[config.mk]
export PLATFORM = sky130hd
export DESIGN_NAME = tslir_regs
export DESIGN_NICKNAME = d
export VERILOG_FILES = /design/src/tslir_pkg.sv /design/src/tslir_regs.sv
export SDC_FILE = /design/constraint.sdc
export NUM_CORES = 1
export LEC_CHECK = 0
export BUFFER_PORTS_ARGS = -buffer_cell sky130_fd_sc_hd__buf_4
export CAP_MARGIN = 20
export CELL_PAD_IN_SITES_DETAIL_PLACEMENT = 1
export CELL_PAD_IN_SITES_GLOBAL_PLACEMENT = 1
export CORE_MARGIN = 8
export CORE_UTILIZATION = 40
export CTS_CLUSTER_DIAMETER = 60
export DETAILED_ROUTE_END_ITERATION = 8
export GPL_ROUTABILITY_DRIVEN = 0
export PLACE_DENSITY_LB_ADDON = 0.1
export SETUP_SLACK_MARGIN = 0.5
export SYNTH_ARGS = -nofsm -noshare
export SYNTH_HDL_FRONTEND = slang
export SYNTH_SLANG_ARGS = --single-unit
[constraint.sdc]
create_clock -name clk -period 3.4 [get_ports clk]
set_input_delay 0.17 -clock clk [delete_from_list [all_inputs] [get_ports clk]]
set_output_delay 0.17 -clock clk [all_outputs]
set_load 0.01 [all_outputs]
[src/tslir_pkg.sv]
package tslir_pkg;
    localparam int unsigned ADDR_W = 7;
    localparam int unsigned PTR_W = 4;
    localparam logic [PTR_W-1:0] REG_UPPER_LIMIT = 4'h3;
    localparam logic [PTR_W-1:0] REG_PART_IDENTITY = 4'hF;
    localparam logic [15:0] UPPER_LIMIT_RESET = 16'h5000;
    localparam logic [15:0] LIMIT_FIELD_MASK = 16'hFFF0;
    // arbitrary value, not tied to any real part
    localparam logic [15:0] PART_IDENTITY_DEFAULT = 16'hA500;
    localparam logic [ADDR_W-1:0] TARGET_BASE_FULL = 7'h40;
    localparam logic [ADDR_W-1:0] TARGET_BASE_REDUCED = 7'h48;
    localparam int unsigned ADDR_SEL_FULL = 5;
    localparam int unsigned ADDR_SEL_REDUCED = 2;
    typedef enum logic [6:0] {
        TSLIR_IDLE = 7'b000_0001,
        TSLIR_ADDR = 7'b000_0010,
        TSLIR_AACK = 7'b000_0100,
        TSLIR_WBYTE = 7'b000_1000,
        TSLIR_WACK = 7'b001_0000,
        TSLIR_RBYTE = 7'b010_0000,
        TSLIR_RACK = 7'b100_0000
    } tslir_state_e;
endpackage

[src/tslir_regs.sv]
// Operation
// - upper limit keeps bits 15:4, low nibble zero
// - address 0Fh is read-only identity register
// - identity exists only on standard variant
// - identity is sixteen constant bits
// - one- or two-byte transfers, chosen per transaction
// - 32 target addresses standard, 4 reduced
// - single byte writes/reads use bits 15:8
// - upper limit at 03h, resets to 5000h
module tslir_regs
    import tslir_pkg::*;
#(
    parameter bit REDUCED_VARIANT = 1'b0,
    parameter logic [15:0] PART_IDENTITY_VALUE = PART_IDENTITY_DEFAULT
) (
    input wire logic clk,
    input wire logic rst_n,
    input wire logic scl_in,
    input wire logic sda_in,
    input wire logic [4:0] addr_strap,
    output logic sda_out,
    output logic sda_oe_n,
    output logic [15:0] upper_temp_limit
);
    logic [2:0] scl_s, sda_s;
    tslir_state_e state, next_state;
    logic [7:0] shreg, next_shreg;
    logic [3:0] bitcnt, next_bitcnt;
    logic [PTR_W-1:0] ptr, next_ptr;
    logic [15:0] limit, next_limit;
    logic [7:0] hold, next_hold;
    logic [1:0] bytecnt, next_bytecnt;
    logic rw, next_rw;
    logic drive_low, next_drive_low;
    logic [4:0] strap, next_strap;
    logic [4:0] strap_s;
    logic [ADDR_W-1:0] my_addr;
    logic [15:0] rd_word;
    logic scl_rise, scl_fall, start_c, stop_c;

    // two-flop sync; only the second and third stages feed logic
    // strap pins: first stage here, second is strap, loaded while idle
    always_ff @(posedge clk or negedge rst_n) begin
        if (!rst_n) begin
            scl_s <= 3'b111;
            sda_s <= 3'b111;
            strap_s <= 5'h00;
        end else begin
            scl_s <= {scl_s[1:0], scl_in};
            sda_s <= {sda_s[1:0], sda_in};
            strap_s <= addr_strap;
        end
    end
    assign scl_rise = scl_s[1] & ~scl_s[2];
    assign scl_fall = ~scl_s[1] & scl_s[2];
    assign start_c = scl_s[1] & scl_s[2] & ~sda_s[1] & sda_s[2];
    assign stop_c = scl_s[1] & scl_s[2] & sda_s[1] & ~sda_s[2];

    always_comb begin
        if (REDUCED_VARIANT) begin
            my_addr = TARGET_BASE_REDUCED | ADDR_W'(strap[ADDR_SEL_REDUCED-1:0]);
        end else begin
            my_addr = TARGET_BASE_FULL | ADDR_W'(strap[ADDR_SEL_FULL-1:0]);
        end
        unique case (ptr)
            REG_UPPER_LIMIT: rd_word = limit;
            REG_PART_IDENTITY: rd_word = REDUCED_VARIANT ? 16'h0000 : PART_IDENTITY_VALUE;
            default: rd_word = 16'h0000;
        endcase
    end

    always_comb begin
        next_state = state;
        next_shreg = shreg;
        next_bitcnt = bitcnt;
        next_ptr = ptr;
        next_limit = limit;
        next_hold = hold;
        next_bytecnt = bytecnt;
        next_rw = rw;
        next_drive_low = drive_low;
        next_strap = strap;
        if (state == TSLIR_IDLE) begin
            next_strap = strap_s;
        end
        if (stop_c) begin
            // a lone high byte commits on stop: legacy one-byte write
            if (state != TSLIR_IDLE && !rw && bytecnt == 2'd2
                    && ptr == REG_UPPER_LIMIT) begin
                next_limit = {hold, limit[7:0]} & LIMIT_FIELD_MASK;
            end
            next_state = TSLIR_IDLE;
            next_drive_low = 1'b0;
        end else if (start_c) begin
            next_state = TSLIR_ADDR;
            next_bitcnt = 4'd0;
            next_bytecnt = 2'd0;
            next_drive_low = 1'b0;
        end else begin
            unique case (state)
                TSLIR_IDLE: ;
                TSLIR_ADDR: begin
                    if (scl_rise) begin
                        next_shreg = {shreg[6:0], sda_s[1]};
                        next_bitcnt = bitcnt + 4'd1;
                    end
                    if (scl_fall && bitcnt == 4'd8) begin
                        if (shreg[7:1] == my_addr) begin
                            next_rw = shreg[0];
                            next_drive_low = 1'b1;
                            next_state = TSLIR_AACK;
                        end else begin
                            next_state = TSLIR_IDLE;
                        end
                    end
                end
                TSLIR_AACK: begin
                    if (scl_fall) begin
                        next_bitcnt = 4'd0;
                        if (rw) begin
                            next_shreg = rd_word[15:8];
                            next_drive_low = ~rd_word[15];
                            next_state = TSLIR_RBYTE;
                        end else begin
                            next_drive_low = 1'b0;
                            next_state = TSLIR_WBYTE;
                        end
                    end
                end
                TSLIR_WBYTE: begin
                    if (scl_rise) begin
                        next_shreg = {shreg[6:0], sda_s[1]};
                        next_bitcnt = bitcnt + 4'd1;
                    end
                    if (scl_fall && bitcnt == 4'd8) begin
                        next_drive_low = 1'b1;
                        next_state = TSLIR_WACK;
                        if (bytecnt == 2'd0) begin
                            next_ptr = shreg[PTR_W-1:0];
                        end else if (bytecnt == 2'd1) begin
                            next_hold = shreg;
                        end else if (ptr == REG_UPPER_LIMIT) begin
                            // writes to identity fall through here unused
                            next_limit = {hold, shreg} & LIMIT_FIELD_MASK;
                        end
                        if (bytecnt != 2'd3) begin
                            next_bytecnt = bytecnt + 2'd1;
                        end
                    end
                end
                TSLIR_WACK: begin
                    if (scl_fall) begin
                        next_drive_low = 1'b0;
                        next_bitcnt = 4'd0;
                        next_state = TSLIR_WBYTE;
                    end
                end
                TSLIR_RBYTE: begin
                    if (scl_fall) begin
                        if (bitcnt == 4'd7) begin
                            next_drive_low = 1'b0;
                            next_state = TSLIR_RACK;
                        end else begin
                            next_shreg = {shreg[6:0], 1'b0};
                            next_drive_low = ~shreg[6];
                            next_bitcnt = bitcnt + 4'd1;
                        end
                    end
                end
                TSLIR_RACK: begin
                    // host nack ends the read: one byte or two, its choice
                    if (scl_rise && sda_s[1]) begin
                        next_state = TSLIR_IDLE;
                    end else if (scl_fall) begin
                        next_bitcnt = 4'd0;
                        next_shreg = rd_word[7:0];
                        next_drive_low = ~rd_word[7];
                        next_state = TSLIR_RBYTE;
                    end
                end
                default: next_state = TSLIR_IDLE;
            endcase
        end
    end

    always_ff @(posedge clk or negedge rst_n) begin
        if (!rst_n) begin
            state <= TSLIR_IDLE;
            shreg <= 8'h00;
            bitcnt <= 4'd0;
            ptr <= '0;
            limit <= UPPER_LIMIT_RESET;
            hold <= 8'h00;
            bytecnt <= 2'd0;
            rw <= 1'b0;
            drive_low <= 1'b0;
            strap <= 5'd0;
        end else begin
            state <= next_state;
            shreg <= next_shreg;
            bitcnt <= next_bitcnt;
            ptr <= next_ptr;
            limit <= next_limit;
            hold <= next_hold;
            bytecnt <= next_bytecnt;
            rw <= next_rw;
            drive_low <= next_drive_low;
            strap <= next_strap;
        end
    end

    // open drain: only ever pull low
    always_ff @(posedge clk or negedge rst_n) begin
        if (!rst_n) begin
            sda_out <= 1'b1;
            sda_oe_n <= 1'b1;
            upper_temp_limit <= UPPER_LIMIT_RESET;
        end else begin
            sda_out <= 1'b0;
            sda_oe_n <= ~next_drive_low;
            upper_temp_limit <= next_limit;
        end
    end
endmodule

======== Yosys cells after proc, flatten, opt, wreduce, memory -nomap -nowiden ========
Cells that the tools add are included.
cells by class
  $add $sub $neg .......................... 2
  equal/unequal tests ..................... 39
  mux-type cells .......................... 54
  bitwise logic cells ..................... 19
  reductions and logical operators ........ 26
operator list
  operator              number
  $mux W16              8
  $mux W7               10
  $mux W8               7
  $pmux W7 S7           1
  $pmux W16 S2          1
  $pmux W8 S4           1
  $mux W4               6
  $ne A4 B4 Y1 const B  6
  $ne A2 B2 Y1 const B  9
  $pmux W4 S4           1
  $reduce_and A7 Y1     2
  $mux W1               12
  $ne A3 B3 Y1 const B  4
  $not A1 Y1            12
  $reduce_and A6 Y1     2
  $reduce_bool A2 Y1    6
  $reduce_and A10 Y1    1
  $reduce_and A5 Y1     2
  $eq A4 B4 Y1 const B  2
  $mux W2               4
  $reduce_and A8 Y1     1
  $and A1 B1 Y1         7
  $eq A7 B1 Y1 const B  1
  $eq A7 B2 Y1 const B  1
  26 further kinds      33
storage, ports and cells
  bits in registers ....................... 69
  output and inout port bits .............. 18
  word-level logic and storage cells ...... 156

======== Longest topological paths before layout ========
  depth in word-level cells ............... 9
  gate-level depth with buffers ........... 9

======== Least setup slack after synthesis ========
OpenSTA, ideal clock, no wires.
  kind .................................... register to register
  start ................................... register scl_s[2]
  end ..................................... register upper_temp_limit[10]
  arrival ................................. 2.558 ns
  required time ........................... 3.275 ns
  setup slack ............................. 0.718 ns
  cell stages (with the launch flop) ...... 8
  buffers on the path ..................... 1
  clock period less this slack ............ 2.682 ns
  cell sequence ........................... dfstp_2 -> or2b_1 -> nor3_1 -> nand2_1 -> nor4_1 -> a41o_1 -> buf_4 -> mux2_2
between the ends
  word-level cells in the longest chain between the ends .. 5
  elaborated cells between the ends (all ways) .. 16
  classes of those cells .................. eq/ne (4); mux (1); bitwise (6); reduce/logical (5)
RTL lines
  what                                                         RTL line                            source
  from (decl)                                                  tslir_regs.sv:25                    logic [2:0] scl_s, sda_s;
  from (signal assigned)                                       tslir_regs.sv:49                    scl_s <= {scl_s[1:0], scl_in};
  $and A1 B1 Y1                                                tslir_regs.sv:56, tslir_regs.sv:57
  $and A1 B1 Y1 (on tied branches) (2 in a row)                tslir_regs.sv:57, tslir_regs.sv:56
  $ne A2 B1 Y1 (no source line), or another cell as far along  -
  $reduce_and A7 Y1 (no source line)                           -
  to (signal assigned)                                         tslir_regs.sv:221                   upper_temp_limit <= next_limit;
  to (decl)                                                    tslir_regs.sv:23                    output logic [15:0] upper_temp_limit
Parallel ways exist; a longest one is shown, timed or not.
A chain may end at the register's enable or synchronous reset.

======== Worst setup path in the final report ========
  start ................................... register state[1]
  end ..................................... register shreg[5]
between the ends
  word-level cells in the longest chain between the ends .. 4
  elaborated cells between the ends (all ways) .. 16
  classes of those cells .................. eq/ne (12); mux (1); reduce/logical (3)
RTL lines
  what                                                                 RTL line           source
  from (decl)                                                          tslir_regs.sv:26   tslir_state_e state, next_state;
  from (signal assigned)                                               tslir_regs.sv:199  state <= next_state;
  $eq A7 B4 Y1 or $eq A7 B2 Y1 (tied branches)                         tslir_regs.sv:100  unique case (state)
  $reduce_or A2 Y1 (no source line)                                    -
  $ne A2 B1 Y1 (no source line) or $reduce_bool A4 Y1 (tied branches)  -
  $reduce_and A10 Y1 (no source line)                                  -
  to (signal assigned)                                                 tslir_regs.sv:200  shreg <= next_shreg;
  to (decl)                                                            tslir_regs.sv:27   logic [7:0] shreg, next_shreg;
Parallel ways exist; a longest one is shown, timed or not.

==> metrics.md <==
| Metric | Value |
|---|---|
| Starting Density | 0.410 |
| Crit path max fanout | 8 |
| Total Routing Usage GR | 0.158 |
| Global-route wire length before repair | 14.1 mm |
| Input/output buffers | 22 |
| Crit start category | register |
| DRT Pass-1 Iters | 4 |
| Worst skew pair latency | 0.35 ns |
| Post-Route Utilization | 0.481 |
| Die height | 107 um |
| Synth area leaders | dfrtp_1 (41%), mux2_2 (11%), dfstp_2 (8.7%), mux2_4 (3.6%), ha_1 (2.3%) |
| Initial antenna violation count | 0 |
| Hold Violations, Final | 0 |
| Crit Path Class | reg -> reg |
| Period utilization | 0.796 |
| Worst rel slew slack | 0.439 |
| Dpl ws | 0.617 ns |
| Arr. time, crit path | 2.94 ns |
| DRC | 0 |
| Final slew viol count | 0 |
| Minimum clock period | 2.71 ns |
| Fin Clk Skew | 0.00747 ns |
| # rows | 33 |
| Yosys reg bits | 65 |
| Setup ws final | 0.693 ns |
| Asr flop ratio synth | 1.00 |
| Share of layout cells above drive strength 1 | 0.292 |
| Worst-margin pin slew | 0.830 ns |
| CTS root buf | clkbuf_8 |
| Die width | 107 um |
| H-tree levels | 3 |
| Via-per-instance ratio | 5.44 |
| CTS tree | done |
| Yosys warns | 0 |
| Via count | 2401 |
| Vias in the first global route | 2545 |
| Status | complete, no violations |
| Largest net degree at the start of global routing | 66 |
| Total power | 1.71 mW |
| I/O pin cnt | 27 |
| P_leak | 1.75 nW |
| Clock Path Buffers | 2 |
| Largest area contributor in the synthesized netlist | dfrtp_1 |
| Worst Hold Class | reg -> reg |
| Detailed router's first-iteration violation count | 122 |
| Synth Cell Area | 3330 sq um |
| Hold Slack | 0.357 ns |
| Ys flop type | dfrtp_1 |
| Area grow syn2layout | 17.3% |
| Syn_area_per_cell | 11.3 sq um |
| HPWL after DPL | 6.19 mm |
| Post-Route WL | 8.43 mm |
| Core Footprint | 8130 sq um |
| Final nets | 346 |
| Clk sinks | 65 |
| Detail Route Antenna Nets | 0 |
| HP Start | scl_s[0] |
| Setup_tns | 0 ns |
| Max-Cap Viols | 0 |
| Number of enable flip-flop cells after synthesis | 0 |
| Fmax | 369 MHz |
| Yosys cell types | 56 |
| Crit end category | register |
| Synth top area share | 0.405 |
| RR Startpoint | state[1] |
| CTS clk-pin slew, worst paths | 0.07 ns |
| CP Data Required Time | 3.63 ns |
| Diodes inserted | 0 |
| Power Dens Cells | 438 nW/um^2 |
| Post-CTS Setup Repair Bufs | 0 |
| Unrepaired setup endpoints after global routing | no |
| Post-synthesis sequential area ratio | 0.492 |
| Maximum VDD drop | 229 uV |
| Routed len/inst | 19.1 um |
| Total die area | 11500 sq um |
| Gr ovfl total | 0 |
| Worst setup startpoint | state[1] |
| Finish-stage setup viols | 0 |
| Post-Syn Instances | 295 |
| CTS Buf Count | 9 |
[placed cells by master (no fill, tap or decap), types with 3 or more instances in the layout]
master | synthesis | routed
mux2_2 | 32 | 32
nor3b_1 | 3 | 3
nor4b_1 | 3 | 3
dfrtp_1 | 54 | 54
and2_1 | 3 | 3
nor2_1 | 20 | 20
dfstp_2 | 11 | 11
clkbuf_8 | 0 | 9
a22oi_1 | 5 | 5
nor2b_1 | 5 | 5
buf_4 | 5 | 24
xnor2_1 | 5 | 5
dlygate4sd3_1 | 0 | 8
o21ai_0 | 13 | 13
or3_1 | 4 | 4
xor2_1 | 4 | 4
nand2b_1 | 5 | 5
nor3_1 | 9 | 7
a21oi_1 | 9 | 9
o22ai_1 | 3 | 3
nand2_1 | 19 | 19
conb_1 | 1 | 5
nor4_1 | 4 | 4
nand3_1 | 5 | 5
nand3b_1 | 3 | 3
a22o_1 | 3 | 3
ha_1 | 6 | 6
bufinv_16 | 0 | 3
o31ai_1 | 6 | 6
inv_1 | 9 | 9
mux2_4 | 8 | 8
[state kept, by name, summed over array words and instances, names as in the netlist]
register	flops
bitcnt	4
bytecnt	2
drive_low	1
hold	8
ptr	4
rw	1
scl_s	3
sda_oe_n	1
sda_out	1
sda_s	3
shreg	8
state	7
strap	5
strap_s	5
upper_temp_limit	12
[worst paths after layout]
check                       endpoint  slack, ns  depth (start not counted)
max reg2reg                 shreg[5]       0.69                          6
max                         shreg[5]       0.69                          6
min                         scl_s[1]       0.36                          0
min in group asynchronous   state[4]       0.45                          2
max in group asynchronous  bitcnt[3]       2.40                          2
min reg2reg                 scl_s[1]       0.36                          0
[Yosys cell counts, types with 3 or more instances]
library cell	n
or3_1	4
and2_1	3
buf_4	5
o22ai_1	3
nor4b_1	3
ha_1	6
buf_6	3
a22o_1	3
nand2_1	19
a22oi_1	5
nand3_1	5
o21ai_0	13
dfstp_2	11
nor3_1	9
nand2b_1	5
nand3b_1	3
dfrtp_1	54
inv_1	9
nor2_1	20
xor2_1	4
nor4_1	4
nor3b_1	3
mux2_2	32
a21oi_1	9
o31ai_1	6
clkbuf_1	3
nor2b_1	5
mux2_4	8
xnor2_1	5
[final cells by class]
type / count / area, sq um
fill: 863 / 4220
sequential: 65 / 1640
multi-input combinational: 214 / 1600
timing repair buffer: 32 / 260
tap: 105 / 131
clock buffer: 10 / 128
clock inverter: 6 / 115
inverter: 9 / 33.8
[through the flow]
stage / instances / instance area (sq um)
after floorplan: 299 / 3350
after global placement: 417 / 3580
after detailed placement: 417 / 3580
after CTS: 441 / 3900
after global routing: 441 / 3910
final: 441 / 3910
[cell families after synthesis]
| group | Yosys count | synth area share |
|---|---|---|
| compound gates | 56 | 0.114 |
| xor+xnor | 9 | 0.0236 |
| fa+ha+maj | 6 | 0.0225 |
| buf+inv | 20 | 0.0349 |
| flops | 65 | 0.492 |
| mux | 42 | 0.150 |
| other cells | 1 | 0.00113 |
| simple gates | 96 | 0.161 |
[worst max-delay path, cell delays in order (launching register included)]
cell and delay, ns:
dfrtp_1 0.43, or4_4 0.61, or3_4 0.42, a21oi_2 0.12
nor2_1 0.05, or4_4 0.62, mux2_4 0.34
[repair_timing]
action | CTS | global route
hold buffers | 8 | 0
endpoints found under the setup margin | 0 | 16
gates resized for setup | 0 | 2
endpoints found under the hold margin | 61 | 0
[layer usage]
| layer | share of wire | vias up | global-route usage |
|---|---|---|---|
| met5 | 0 | - | 0 |
| met4 | 0.016 | 0 | 0.0643 |
| met3 | 0.034 | 11 | 0.0329 |
| met2 | 0.45 | 37 | 0.231 |
| met1 | 0.50 | 1212 | 0.220 |
| li1 | - | 1141 | - |
[power by group]
group | internal, mW | switching (mW) | leakage, nW | total [mW]
clock network | 0.491 | 0.315 | 0.117 | 0.806
logic | 0.0420 | 0.0551 | 0.785 | 0.0971
registers | 0.795 | 0.0150 | 0.846 | 0.810
total | 1.33 | 0.385 | 1.75 | 1.71
No activity file was read; power rests on OpenSTA's default activity.
